[config.mk]
export PLATFORM = sky130hd
export DESIGN_NAME = crf_top
export DESIGN_NICKNAME = d
export VERILOG_FILES = /design/src/design/crf_pkg.sv /design/src/design/crf_sw_if.sv /design/src/design/crf_status.sv /design/src/design/crf_top.sv
export SDC_FILE = /design/constraint.sdc
export NUM_CORES = 1
export LEC_CHECK = 0
export BUFFER_PORTS_ARGS = -buffer_cell sky130_fd_sc_hd__buf_2
export CORE_MARGIN = 1
export CORE_UTILIZATION = 50
export DETAILED_ROUTE_END_ITERATION = 10
export PLACE_DENSITY = 0.79
export RECOVER_POWER = 25
export SYNTH_ARGS = -nofsm -noshare
export SYNTH_HDL_FRONTEND = slang
export SYNTH_SLANG_ARGS = --single-unit
[constraint.sdc]
create_clock -name clock -period 2.8 [get_ports clock]
set_input_delay 0.56 -clock clock [delete_from_list [all_inputs] [get_ports clock]]
set_output_delay 0.56 -clock clock [all_outputs]
set_load 0.1 [all_outputs]
[src/design/crf_pkg.sv]
// Purpose: constants and types for the processor register file and status word
// Assumes: one core clock, asynchronous active-low reset
// Notes: status word layout is trace, supervisor, 3-bit mask, five flags
//
// Overview of operation
// RQ1 - Sixteen 32-bit general registers and a 32-bit program counter are held.
// RQ2 - Data registers are written and read at byte, word or long size chosen per access.
// RQ3 - A write to a data register may update the condition flags from the result.
// RQ4 - Address registers and the stack pointer take only word or long writes and keep flags.
// RQ5 - Address registers and the stack pointer serve as stack pointers and base addresses.
// RQ6 - Any data or address register can be chosen as the index source.
// RQ7 - The status word upper byte and supervisor stack pointer are reachable only in supervisor.
// RQ8 - The status word holds a 3-bit interrupt mask giving eight levels.
// RQ9 - The status word holds extend, negative, zero, overflow and carry flags.
// RQ10 - The status word holds a trace bit and a supervisor-state bit.
// RQ11 - The stack pointer resolves to the supervisor one in supervisor state, else the user one.
package crf_pkg;

    typedef enum logic [1:0] {
        CRF_SZ_BYTE,
        CRF_SZ_WORD,
        CRF_SZ_LONG
    } crf_size_t;

    localparam int CRF_NUM_DATA = 8;
    localparam int CRF_NUM_ADDR = 7;
    localparam logic [3:0] CRF_SP_SEL = 4'hf;
    localparam logic [2:0] CRF_SP_BASE = 3'h7;

    // status word field positions
    localparam int CRF_SW_T_BIT = 15;
    localparam int CRF_SW_S_BIT = 13;
    localparam int CRF_SW_MASK_LSB = 8;
    localparam int CRF_SW_MASK_MSB = 10;
    localparam int CRF_SW_FLAGS_MSB = 4;
    localparam int CRF_SW_X_BIT = 4;
    localparam int CRF_SW_N_BIT = 3;
    localparam int CRF_SW_Z_BIT = 2;
    localparam int CRF_SW_V_BIT = 1;
    localparam int CRF_SW_C_BIT = 0;

    localparam logic [15:0] CRF_SW_RESET = 16'h2700;
    localparam logic [15:0] CRF_SW_ALL_BITS = 16'ha71f;
    localparam logic [7:0] CRF_SW_LOW_BITS = 8'h1f;

    localparam logic [31:0] CRF_REG_RESET = 32'h0000_0000;

endpackage

[src/design/crf_sw_if.sv]
// Purpose: link between register core and status word unit
// Assumes: same clock on both sides
// Notes: status word driven from a flip-flop in the unit
`timescale 1ns/10ps
interface crf_sw_if;
    logic flag_we;
    logic [4:0] flags;
    logic sw_we;
    logic sw_full;
    logic [15:0] sw_data;
    logic [15:0] status_word;

    modport core (
        output flag_we,
        output flags,
        output sw_we,
        output sw_full,
        output sw_data,
        input status_word
    );

    modport unit (
        input flag_we,
        input flags,
        input sw_we,
        input sw_full,
        input sw_data,
        output status_word
    );
endinterface

[src/design/crf_status.sv]
// Purpose: status word with mask, flags, trace and supervisor bits
// Assumes: whole-word writes only honoured in supervisor state
// Notes: an explicit status write wins over a flag update in the same cycle
`timescale 1ns/10ps
module crf_status (
    // clock and reset
    input wire logic clock,
    input wire logic rst_b,
    // core link
    crf_sw_if.unit swi
);
    import crf_pkg::*;

    logic [15:0] sw_q;
    logic sup;

    assign sup = sw_q[CRF_SW_S_BIT];
    assign swi.status_word = sw_q;

    // ----------------------------------------
    // status word register
    // ----------------------------------------
    always_ff @(posedge clock or negedge rst_b) begin
        if (!rst_b) begin
            sw_q <= CRF_SW_RESET; // see RQ10
        end else if (swi.sw_we) begin
            if (swi.sw_full) begin
                if (sup) begin
                    sw_q <= swi.sw_data & CRF_SW_ALL_BITS; // see RQ7 see RQ8 see RQ10
                end
            end else begin
                sw_q[7:0] <= swi.sw_data[7:0] & CRF_SW_LOW_BITS;
            end
        end else if (swi.flag_we) begin
            sw_q[CRF_SW_FLAGS_MSB:0] <= swi.flags; // see RQ9
        end
    end
endmodule

[src/design/crf_top.sv]
// Purpose: programmer-visible register set of the processor core
// Assumes: results and flags come from the execution unit already computed
// Notes: all reads registered, answer one cycle after the request
`timescale 1ns/10ps
module crf_top (
    // clock and reset
    input wire logic clock,
    input wire logic rst_b,
    // register write
    input wire logic wr_en,
    input wire logic [3:0] wr_sel,
    input wire crf_pkg::crf_size_t wr_size,
    input wire logic [31:0] wr_data,
    input wire logic wr_flags_en,
    input wire logic [4:0] wr_flags,
    // program counter
    input wire logic pc_load,
    input wire logic [31:0] pc_data,
    // status word write
    input wire logic sw_wr_en,
    input wire logic sw_wr_full,
    input wire logic [15:0] sw_wr_data,
    // operand, index and base reads
    input wire logic [3:0] rd_sel,
    input wire crf_pkg::crf_size_t rd_size,
    input wire logic [3:0] idx_sel,
    input wire logic idx_long,
    input wire logic [2:0] base_sel,
    // results
    output logic [31:0] rd_data_q,
    output logic [31:0] index_q,
    output logic [31:0] base_addr_q,
    output logic [31:0] pc_q,
    output logic [15:0] status_word_q,
    output logic supervisor_q,
    output logic size_fault_q,
    output logic priv_fault_q
);
    import crf_pkg::*;

    logic [31:0] data_regs [CRF_NUM_DATA];
    logic [31:0] address_regs [CRF_NUM_ADDR];
    logic [31:0] user_stack_pointer;
    logic [31:0] supervisor_stack_pointer;
    logic [31:0] sp_cur;
    logic sup;
    logic addr_wr_ok;
    logic [2:0] wr_idx;
    logic [31:0] rd_raw;
    logic [31:0] idx_raw;

    crf_sw_if swi ();

    crf_status u_status (
        .clock(clock),
        .rst_b(rst_b),
        .swi(swi.unit)
    );

    assign status_word_q = swi.status_word;
    assign sup = swi.status_word[CRF_SW_S_BIT];
    assign supervisor_q = sup;
    assign wr_idx = wr_sel[2:0];
    assign addr_wr_ok = wr_en && wr_sel[3] && (wr_size != CRF_SZ_BYTE); // see RQ4
    assign sp_cur = sup ? supervisor_stack_pointer : user_stack_pointer; // see RQ11

    // flags follow data-register results only
    assign swi.flag_we = wr_en && !wr_sel[3] && wr_flags_en; // see RQ3 see RQ4
    assign swi.flags = wr_flags;
    assign swi.sw_we = sw_wr_en;
    assign swi.sw_full = sw_wr_full;
    assign swi.sw_data = sw_wr_data;

    function automatic logic [31:0] sext16(input logic [15:0] v);
        return {{16{v[15]}}, v};
    endfunction

    function automatic logic [31:0] reg_value(input logic [3:0] sel);
        if (!sel[3]) begin
            return data_regs[sel[2:0]];
        end else if (sel == CRF_SP_SEL) begin
            return sp_cur;
        end else begin
            return address_regs[sel[2:0]];
        end
    endfunction

    // whole selected words, sliced by the read paths below
    assign rd_raw = reg_value(rd_sel);
    assign idx_raw = reg_value(idx_sel); // see RQ6

    // ----------------------------------------
    // data registers
    // ----------------------------------------
    for (genvar g = 0; g < CRF_NUM_DATA; g++) begin : g_data
        always_ff @(posedge clock or negedge rst_b) begin
            if (!rst_b) begin
                data_regs[g] <= CRF_REG_RESET;
            end else if (wr_en && wr_sel == 4'(g)) begin
                case (wr_size) // see RQ2
                    CRF_SZ_BYTE: data_regs[g][7:0] <= wr_data[7:0];
                    CRF_SZ_WORD: data_regs[g][15:0] <= wr_data[15:0];
                    default: data_regs[g] <= wr_data;
                endcase
            end
        end
    end

    // ----------------------------------------
    // address registers
    // ----------------------------------------
    for (genvar g = 0; g < CRF_NUM_ADDR; g++) begin : g_addr
        always_ff @(posedge clock or negedge rst_b) begin
            if (!rst_b) begin
                address_regs[g] <= CRF_REG_RESET;
            end else if (addr_wr_ok && wr_sel == 4'(8 + g)) begin
                // word writes extend the sign over the whole register
                address_regs[g] <= (wr_size == CRF_SZ_WORD) ? sext16(wr_data[15:0]) : wr_data; // see RQ4
            end
        end
    end

    // ----------------------------------------
    // stack pointers
    // ----------------------------------------
    always_ff @(posedge clock or negedge rst_b) begin
        if (!rst_b) begin
            user_stack_pointer <= CRF_REG_RESET;
            supervisor_stack_pointer <= CRF_REG_RESET;
        end else if (addr_wr_ok && wr_sel == CRF_SP_SEL) begin
            if (sup) begin
                supervisor_stack_pointer <= (wr_size == CRF_SZ_WORD) ?
                    sext16(wr_data[15:0]) : wr_data; // see RQ7 see RQ11
            end else begin
                user_stack_pointer <= (wr_size == CRF_SZ_WORD) ?
                    sext16(wr_data[15:0]) : wr_data; // see RQ11
            end
        end
    end

    // ----------------------------------------
    // program counter
    // ----------------------------------------
    always_ff @(posedge clock or negedge rst_b) begin
        if (!rst_b) begin
            pc_q <= CRF_REG_RESET;
        end else if (pc_load) begin
            pc_q <= pc_data; // see RQ1
        end
    end

    // ----------------------------------------
    // registered reads
    // ----------------------------------------
    always_ff @(posedge clock or negedge rst_b) begin
        if (!rst_b) begin
            rd_data_q <= CRF_REG_RESET;
        end else begin
            case (rd_size) // see RQ2
                CRF_SZ_BYTE: rd_data_q <= {24'h00_0000, rd_raw[7:0]};
                CRF_SZ_WORD: rd_data_q <= {16'h0000, rd_raw[15:0]};
                default: rd_data_q <= rd_raw;
            endcase
        end
    end

    always_ff @(posedge clock or negedge rst_b) begin
        if (!rst_b) begin
            index_q <= CRF_REG_RESET;
        end else begin
            index_q <= idx_long ? idx_raw : sext16(idx_raw[15:0]); // see RQ6
        end
    end

    always_ff @(posedge clock or negedge rst_b) begin
        if (!rst_b) begin
            base_addr_q <= CRF_REG_RESET;
        end else if (base_sel == CRF_SP_BASE) begin
            base_addr_q <= sp_cur; // see RQ5 see RQ11
        end else begin
            base_addr_q <= address_regs[base_sel]; // see RQ5
        end
    end

    // ----------------------------------------
    // fault pulses
    // ----------------------------------------
    always_ff @(posedge clock or negedge rst_b) begin
        if (!rst_b) begin
            size_fault_q <= 1'b0;
            priv_fault_q <= 1'b0;
        end else begin
            size_fault_q <= wr_en && wr_sel[3] && (wr_size == CRF_SZ_BYTE); // see RQ4
            priv_fault_q <= sw_wr_en && sw_wr_full && !sup; // see RQ7
        end
    end
endmodule

[Word-level counts from Yosys, hierarchy flattened]
Cells that the tools add are included.
Word-level totals
  register bits: 687
  output and inout port bits: 147
  logic and storage cells: 155
Cells by class
  magnitude comparators: 3
  equal/unequal tests: 22
  multiplexer cells: 28
  bitwise logic cells: 6
  reduce and logical (&&, ||, !) cells: 53
Operators by type and width (number)
  two-way mux 32 bit: 18
  binary-select mux 32 bit (select 3 bit): 5
  case mux 32 bit (2 select lines): 1
  AND reduction 2 bit: 21
  equality test 4 bit, second input constant: 10
  logical AND 1 bit: 23
  equality test 4 x 3 -> 1 bit, second input constant: 4
  two-way mux 14 bit: 1
  >= comparator 4 bit, second input constant: 3
  NOT 3 -> 4 bit: 3
  two-way mux 5 bit: 2
  equality test 4 x 2 -> 1 bit, second input constant: 2
  two-way mux 8 bit: 1
  equality test 2 x 1 -> 1 bit, second input constant: 2
  equality test 4 x 1 -> 1 bit, second input constant: 1
  logical NOT 2 bit: 2
  logical NOT 4 bit: 1
  nonzero test 2 bit: 2
  equality test 3 bit, second input constant: 1
  inequality test 3 x 2 -> 1 bit, second input constant: 1
  NOT 1 bit: 3
  AND reduction 3 bit: 1
  logical NOT 1 bit: 2
  inequality test 2 x 1 -> 1 bit, second input constant: 1
  OR reduction 2 bit: 1

[Longest topological paths before layout]
Gate-level depths: netlist of run 1.
  depth in word-level cells: 7
  gate-level depth with buffers: 9
  mapped depth without buffers: 5

[Hierarchy]
A second synthesis of run 1 with hierarchy kept.
Second synthesis, totals
  cells, all modules: 2672
  area total of the unflattened synthesis: 35023.6 µm²
Modules (own cells, without submodules)
  crf_top: instances 1, cells each 2623, area each 34511.8 µm², seq. area each 16866.2 µm²
  crf_status: instances 1, cells each 49, area each 511.7 µm², seq. area each 255.2 µm²

[Worst setup path after synthesis of run 1]
Ideal clock, no wire load.
  path kind: register to register
  start: reg u_status.sw_q[13], in the netlist u_status.swi.status_word[13]
  end: reg rd_data_q[23]
  setup time: 124 ps
  arrival: 2187 ps
  data required time: 2676 ps
  setup slack: 489 ps
  stages on the path, launching flop included: 8
  clock period less this slack: 2311 ps
  path through: dfstp_2 -> buf_2 -> buf_4 -> buf_2 -> mux2i_1 -> o21ai_0 -> a211oi_1 -> nor2_1
Between the ends
  word-level cells in the longest chain between the ends: 4
Ends and longest elaborated chain
  start, declared: line crf_status.sv:14  | logic [15:0] sw_q;
  start signal, assigned: line crf_status.sv:29  | sw_q <= swi.sw_data & CRF_SW_ALL_BITS;
  start signal, assigned by index: line crf_status.sv:35  | sw_q[CRF_SW_FLAGS_MSB:0] <= swi.flags;
  two-way mux 32 bit: line crf_top.sv:65  | assign sp_cur = sup ? supervisor_stack_pointer : user_stack_pointer;
  two-way mux 32 bit: line crf_top.sv:81  | end else if (sel == CRF_SP_SEL) begin
  two-way mux 32 bit: line crf_top.sv:79  | if (!sel[3]) begin
  case mux 32 bit (2 select lines): line crf_top.sv:159  | case (rd_size)
  end signal, assigned: line crf_top.sv:160  | CRF_SZ_BYTE: rd_data_q <= {24'h00_0000, rd_raw[7:0]};
  end signal, assigned: line crf_top.sv:161  | CRF_SZ_WORD: rd_data_q <= {16'h0000, rd_raw[15:0]};
  end signal, assigned: line crf_top.sv:162  | default: rd_data_q <= rd_raw;
  end, declared: line crf_top.sv:30  | output logic [31:0] rd_data_q,
No other way between the ends.
A chain may end at the register's enable or synchronous reset.

[Worst setup path after layout of run 1]
  start: reg u_status.sw_q[13], in the netlist u_status.swi.status_word[13]
  end: reg rd_data_q[24]
The elaborated chain is that of the path after synthesis.

==> flow_summary_export.csv, run 1 <==
group,metric,value,unit
final_layout,area_delta_synth_final,14.7,%
setup_path,worst_setup_path_end_kind,"flop",
timing,rsz0062_at_grt,"false",
timing,relSlewSlack,-12.4,%
hold_path,hold_path_depth,2,
drt,wl_per_cell,25.3,µm
final_layout,fillers,5344,
die,start_util,50.9,%
global_route,grt_start_max_net_pins,103,
place,hpwlAfterDp,67200,µm
global_route,grt-ovfl-total,0,
global_route,grt_pass1_wl,155000,µm
synthesis,synth_edf_count,0,
final_layout,drive_gt1_share,40.1,%
setup_path,cp-start-kind,"flop",
clocking,cts_buffer_depth,3,
synthesis,synth.yosys.seq_area_share,48.7,%
timing,finalHoldViolCount,0,
drt,wirelength,101000,µm
die,die_h,267,µm
global_route,grt_antenna_before_repair,10,
synthesis,ys_ff_latch,684,
setup_path,rr_startpoint,"u_status.swi.status_word[13]$_DFFE_PN1N_",
die,die_w,267,µm
synthesis,synth_most_common_cell,"dfrtp_1",
final_layout,multi_input_area,16900,µm²
synthesis,netlist_area,35200,µm²
clocking,cts_sinks,684,
synthesis,avgSynthCellArea,12.8,µm²
setup_path,cp_data_arrival_time,2820,ps
synthesis,synth_top_area_share,48.4,%
drt,first_iter_violations,2466,
place,gp_congestion,0.890,
drt,drc_errors,0,
setup_path,path_class,"reg2reg",
setup_path,r2r_cells,5,
run,drv_cap,2,
run_status,status,"finished, violations left",
drt,vias_per_cell,6.38,
timing,fin_ws,470,ps
final_layout,seqCellArea,17100,µm²
die,core-area,69100,µm²
synthesis,synthArstFlopShare,100,%
timing,skew,24.7,ps
hold_path,hp-start,"pc_data[9]",
timing,tns,0,ps
die,io-pin-count,259,
setup_path,cp.required,3290,ps
hold_path,hold_class,"in2reg",
clocking,cts_tree,"yes",
synthesis,synth_commonest_cells,"dfrtp_1, mux2_2, nand2_1",
timing,setup_viol_count_final,0,
timing,fin_crit,2330,ps
timing,final_max_slew_viol_count,78,
timing,tightest_slew,1690,ps
setup_path,critPathMaxFanout,9,
global_route,grt_pass1_vias,25900,
clocking,clk_latency,630,ps
hold_path,hold-path-endpoint,"pc_q[9]$_DFFE_PN0P_",
die,design.die.area,71400,µm²
place,port_buffers,246,
clocking,h-tree-depth,3,
drt,firstDrtPassIters,5,
synthesis,synth-main-ff-cell,"dfrtp_1",
pwr,leakagePower,0.0177,µW
clocking,cts_made_buffers,72,
synthesis,synth.largest_area_cell,"dfrtp_1",
pwr,cellPowerDensity,801,nW/µm²
clocking,clk_pin_slew_worst_paths,60,ps
timing,min_period_over_period,83.2,%
setup_path,r2r-end,"rd_data_q[24]$_DFF_PN0_",
global_route,grt_util_all_layers,28.6,%
timing,fmax,0.429,GHz
synthesis,ys_types,54,
synthesis,netlist_instances,2759,
clocking,cts_resized,0,
setup_path,rrSetupSlack,470,ps
synthesis,ys_warn_count,0,
die,std_cell_rows,96,
clocking,cts_root_buf,"clkbuf_16",
drt,drtAntennaViolNets,0,
drt,vias,25400,
pwr,ir_drop,472,µV
run_status,violations,"capacitance limit, slew limit",
synthesis,synth.area.top_cells,"dfrtp_1, mux2_2, mux4_2",
place,dpl_worst_slack,270,ps
final_layout,layout.nets,3102,
sequential cells by signal (all words and copies together) (netlist names), 10 cells and up:
name / count
address_regs: 224
base_addr_q: 32
data_regs: 256
index_q: 32
pc_q: 32
rd_data_q: 32
supervisor_stack_pointer: 32
u_status.swi.status_word: 10
user_stack_pointer: 32
power breakdown:
group	internal, µW	total [µW]	switching (µW)	leakage [µW]
logic	3630	8930	5300	0.00797
registers	11900	13500	1570	0.00851
clock network	5720	9890	4170	0.00118
through the flow:
| step | cells | total power (µW) | hold WS [ps] | utilization, % | cell area [µm²] |
|---|---|---|---|---|---|
| 6_report | 3979 | 32300 | 162 | 58.4 | 40300 |
| 5_1_grt | 3977 | 33600 | 159 | 58.4 | 40300 |
| 4_1_cts | 3976 | 32400 | 138 | 58.5 | 40400 |
| 3_5_place_dp | 3846 | 22400 | 468 | 55.0 | 38000 |
| 3_3_place_gp | 3846 | 22100 | 460 | 55.0 | 38000 |
| 2_1_floorplan | 2764 | 20100 | 264 | - | 35200 |
layout by cell type (no fill, tap or decap), types with 7 or more instances in the layout:
cell type   count
a211oi_1       37
a21oi_1       141
a21oi_2        10
a221o_1        26
a221oi_1        7
a2bb2oi_1      14
a31oi_1         8
buf_12         33
buf_2         233
buf_4         103
bufinv_16       7
clkbuf_1       19
clkbuf_16      72
clkbuf_8       12
clkinv_2       15
clkinvlp_4      7
dfrtp_1       680
mux2_1         10
mux2_2        451
mux2_4         10
mux2i_1       137
mux4_2        207
nand2_1       215
nand2_2        11
nor2_1        149
nor2b_1        41
o211ai_1       29
o21ai_0       189
o21ai_1        12
o221ai_1       14
o22ai_1        42
how the worst max path moves through the flow:
stage | to | cells after the start | startpoint | slack [ps]
6_report | rd_data_q[24]$_DFF_PN0_ | 5 | u_status.swi.status_word[13]$_DFFE_PN1N_ | 470
5_1_grt | data_regs[2]$_DFFE_PN0P_ | 3 | rst_b | 220
4_1_cts | rd_data_q[24]$_DFF_PN0_ | 5 | u_status.swi.status_word[13]$_DFFE_PN1N_ | 480
3_5_place_dp | user_stack_pointer[12]$_DFFE_PN0P_ | 6 | wr_sel[3] | 270
3_3_place_gp | index_q[16]$_DFF_PN0_ | 6 | idx_sel[0] | 280
2_1_floorplan | rd_data_q[23]$_DFF_PN0_ | 7 | u_status.swi.status_word[13]$_DFFE_PN1N_ | 490
per-layer routing:
metal	part of all wire [%]	GRT usage (%)
met2	48	45.0
met5	0.11	0
met4	2.8	10.3
met3	10	7.52
met1	39	38.3
logic make-up after synthesis:
kind of cell	count (synthesis)	share of synthesized area, %
flops	684	48.7
compound gates	545	9.37
mux	815	32.3
simple gates	474	6.12
buf+inv	240	3.50
other cells	1	0.0107
critical path, stage by stage (launching register included):
cell	delay, ps
dfstp_2	720
buf_4	280
mux2i_1	410
o21ai_0	170
a211oi_1	470
nor2_1	150
timing repair:
action,CTS,global route
endpoints found under the setup margin,0,0
hold endpoints to repair,36,0
hold buffers,1,0
buffers inserted,0,0
cell type report:
class / instances / area share (%)
clock inverters: 36 / 1.07
clock buffers: 93 / 4.93
multi-input cells: 1840 / 41.9
inverters: 4 / 0.0372
flip-flops and latches: 684 / 42.4
repair buffers: 388 / 6.75
well taps: 931 / 2.89
diodes: 3 / 0.0186
Power figures use the tool's default switching activity.
==> run 2, diff against run 1 <==
--- a/config.mk
+++ b/config.mk
@@ -9,7 +9,7 @@
 export CORE_MARGIN = 1
 export CORE_UTILIZATION = 50
 export DETAILED_ROUTE_END_ITERATION = 10
-export PLACE_DENSITY = 0.79
+export PLACE_DENSITY = 0.82
 export RECOVER_POWER = 25
 export SYNTH_ARGS = -nofsm -noshare
 export SYNTH_HDL_FRONTEND = slang
==> constraint.sdc (replaced) <==
create_clock -name clock -period 1.9 [get_ports clock]
set_input_delay 0.38 -clock clock [delete_from_list [all_inputs] [get_ports clock]]
set_output_delay 0.38 -clock clock [all_outputs]
set_load 0.1 [all_outputs]
==> run 2 against run 1 <==
Sequential share of layout area shrank 2.8 points. Die area unchanged. Cell count grew 5.0%. Clock-buffer cell count increased by 5. Wire length up 8.6%. Non-clock buffer count increased by 198. Register-to-register slack got worse by 540 ps. Flip-flop and latch count stayed put. Clock skew is 2.0 ps higher. Critical endpoint is now supervisor_q. First-iteration DRC count grew 29%. Clock power is 50% higher. Largest cell class is now multi-input combinational cells. Via count is 5.9% higher. The run ends with setup timing left.
==> flow_summary_export.csv, run 2 (synthesized netlist as in run 1, its figures left out) <==
group,metric,value,unit
run_status,status,"finished, violations left",
run_status,violations,"setup timing",
global_route,grt_use_met1,39.1,%
die,io-pin-count,259,
drt,drtAntennaViolNets,0,
setup_path,slowest_delay,620,ps
final_layout,final_cell_mix,"dfrtp_1, mux2_2, buf_2, nand2_1, mux4_2",
timing,rsz0062_at_grt,"true",
final_layout,largest_reg_flops,256,
drt,wl_per_cell,26.2,µm
die,design.die.area,71400,µm²
final_layout,post-route-util,62.6,%
setup_path,cp.buffers_inverters,3,
place,port_buffers,246,
die,die_w,267,µm
timing,finalHoldViolCount,0,
setup_path,worst_setup_path_end_kind,"primary output",
global_route,grt_antenna_before_repair,11,
final_layout,layout.nets,3300,
timing,fin_ws,-86.9,ps
pwr,leakagePower,0.0190,µW
timing,final_max_slew_viol_count,0,
die,core-area,69100,µm²
setup_path,critical-path-top-delay-family,"flip-flops",
timing,tightest_slew,1120,ps
drt,wirelength,109000,µm
clocking,clk_latency,640,ps
final_layout,drive_gt1_share,44.2,%
timing,fin_crit,1990,ps
drt,drc_errors,0,
setup_path,worstPathCellList,"buf_12, buf_8, buf_12",
final_layout,largestRegisters,"data_regs x256, address_regs x224",
drt,first_iter_violations,3176,
clocking,cts_made_buffers,72,
drt,firstDrtPassIters,6,
timing,skew,26.7,ps
timing,min_period_over_period,105,%
run,drv_cap,0,
timing,setup_viol_count_final,20,
global_route,busiest_layer,"met2",
clocking,cts_root_buf,"clkbuf_16",
global_route,use_met2,48.0,%
timing,relSlewSlack,25.1,%
clocking,cts_tree,"yes",
clocking,cts_buffer_depth,3,
setup_path,cp.required,1520,ps
hold_path,hold_class,"in2reg",
final_layout,final_common_cell,"dfrtp_1",
clocking,h-tree-depth,3,
drt,vias,26900,
die,std_cell_rows,96,
die,die_h,267,µm
setup_path,crit_slowest_cell,"dfstp_4",
pwr,cellPowerDensity,1140,nW/µm²
timing,timing.hold.ws,12.9,ps
final_layout,final_area,43200,µm²
global_route,grt_start_max_net_pins,87,
clocking,clk_pin_slew_worst_paths,50,ps
place,gp_congestion,0.906,
timing,fmax,0.503,GHz
global_route,grt_util_all_layers,30.2,%
drt,vias_per_cell,6.44,
die,start_util,50.9,%
place,hpwlAfterDp,71500,µm
global_route,use_met3,8.05,%
setup_path,cp-start-kind,"flop",
global_route,grt-ovfl-total,0,
global_route,grt_pass1_vias,27400,
pwr,ir_drop,710,µV
setup_path,crit_path_frequent_cell,"buf_12",
place,postPlaceCellArea,39900,µm²
setup_path,path_class,"reg2out",
setup_path,cp_data_arrival_time,1610,ps
clocking,cts_sinks,684,
setup_path,critPathMaxFanout,3,
place,dpl_worst_slack,-254,ps
global_route,grt_pass1_wl,163000,µm
final_layout,top_register,"data_regs",
final_layout,area_delta_synth_final,22.9,%
==> run 2: layout make-up <==
type                            instances  area (µm²)
Antenna cell                            4        10.0
Tap cell                              931        1160
Clock inverter                         29         367
Timing Repair Buffer                  586        5200
Inverter                                4        15.0
Clock buffer                           98        2090
Fill cell                            4780       25800
Multi-Input combinational cell       1840       17300
Sequential cell                       684       17100
==> run 2: routing by layer <==
| metal | vias to the layer above | share of wire, % |
|---|---|---|
| li1 | 11100 | - |
| met1 | 13700 | 38 |
| met2 | 1739 | 47 |
| met3 | 350 | 11 |
| met4 | 10 | 4.2 |
| met5 | - | 0.054 |
==> run 2: power by group <==
group | total, µW | switching, µW | internal, µW
Combinational | 14300 | 8200 | 6060
Clock | 14800 | 6170 | 8590
Sequential | 20200 | 2570 | 17600
Total | 49200 | 16900 | 32200
==> run 2: worst paths after layout <==
path,slack [ps],end,cells past startpoint,from
max,-90,supervisor_q,3,u_status.swi.status_word[13]$_DFFE_PN1N_
min,10,u_status.swi.status_word[8]$_DFFE_PN1P_,2,sw_wr_data[8]
max reg2reg,-70,rd_data_q[25]$_DFF_PN0_,8,u_status.swi.status_word[13]$_DFFE_PN1N_
min reg2reg,480,u_status.swi.status_word[2]$_DFFE_PN0P_,2,u_status.swi.status_word[2]$_DFFE_PN0P_
max in group asynchronous,190,rd_data_q[26]$_DFF_PN0_,3,rst_b
min in group asynchronous,500,data_regs[51]$_DFFE_PN0P_,2,rst_b
==> run 2: what timing repair did <==
item	4_1_cts	5_1_grt
gates resized for setup	35	70
endpoints found under the hold margin	140	0
setup endpoints to repair	22	68
buffers inserted	6	2
hold buffers	34	0
gates cloned	0	3
pin swaps	4	17
==> run 2: stage by stage <==
| step | instances | total power, µW | setup TNS (ps) |
|---|---|---|---|
| after floorplan | 2764 | 29600 | -254 |
| after global placement | 4000 | 33100 | -8270 |
| after detailed placement | 4000 | 33800 | -14100 |
| after CTS | 4167 | 48700 | -471 |
| after global routing | 4175 | 50900 | -1830 |
| final | 4176 | 49200 | -595 |
==> run 2: worst register-to-register path, delay by kind of cell, from the launching register on <==
kind,cells,cell delay (ps)
compound gates,2,360
buf+inv,4,610
flops,1,620
mux,1,240
simple gates,1,50
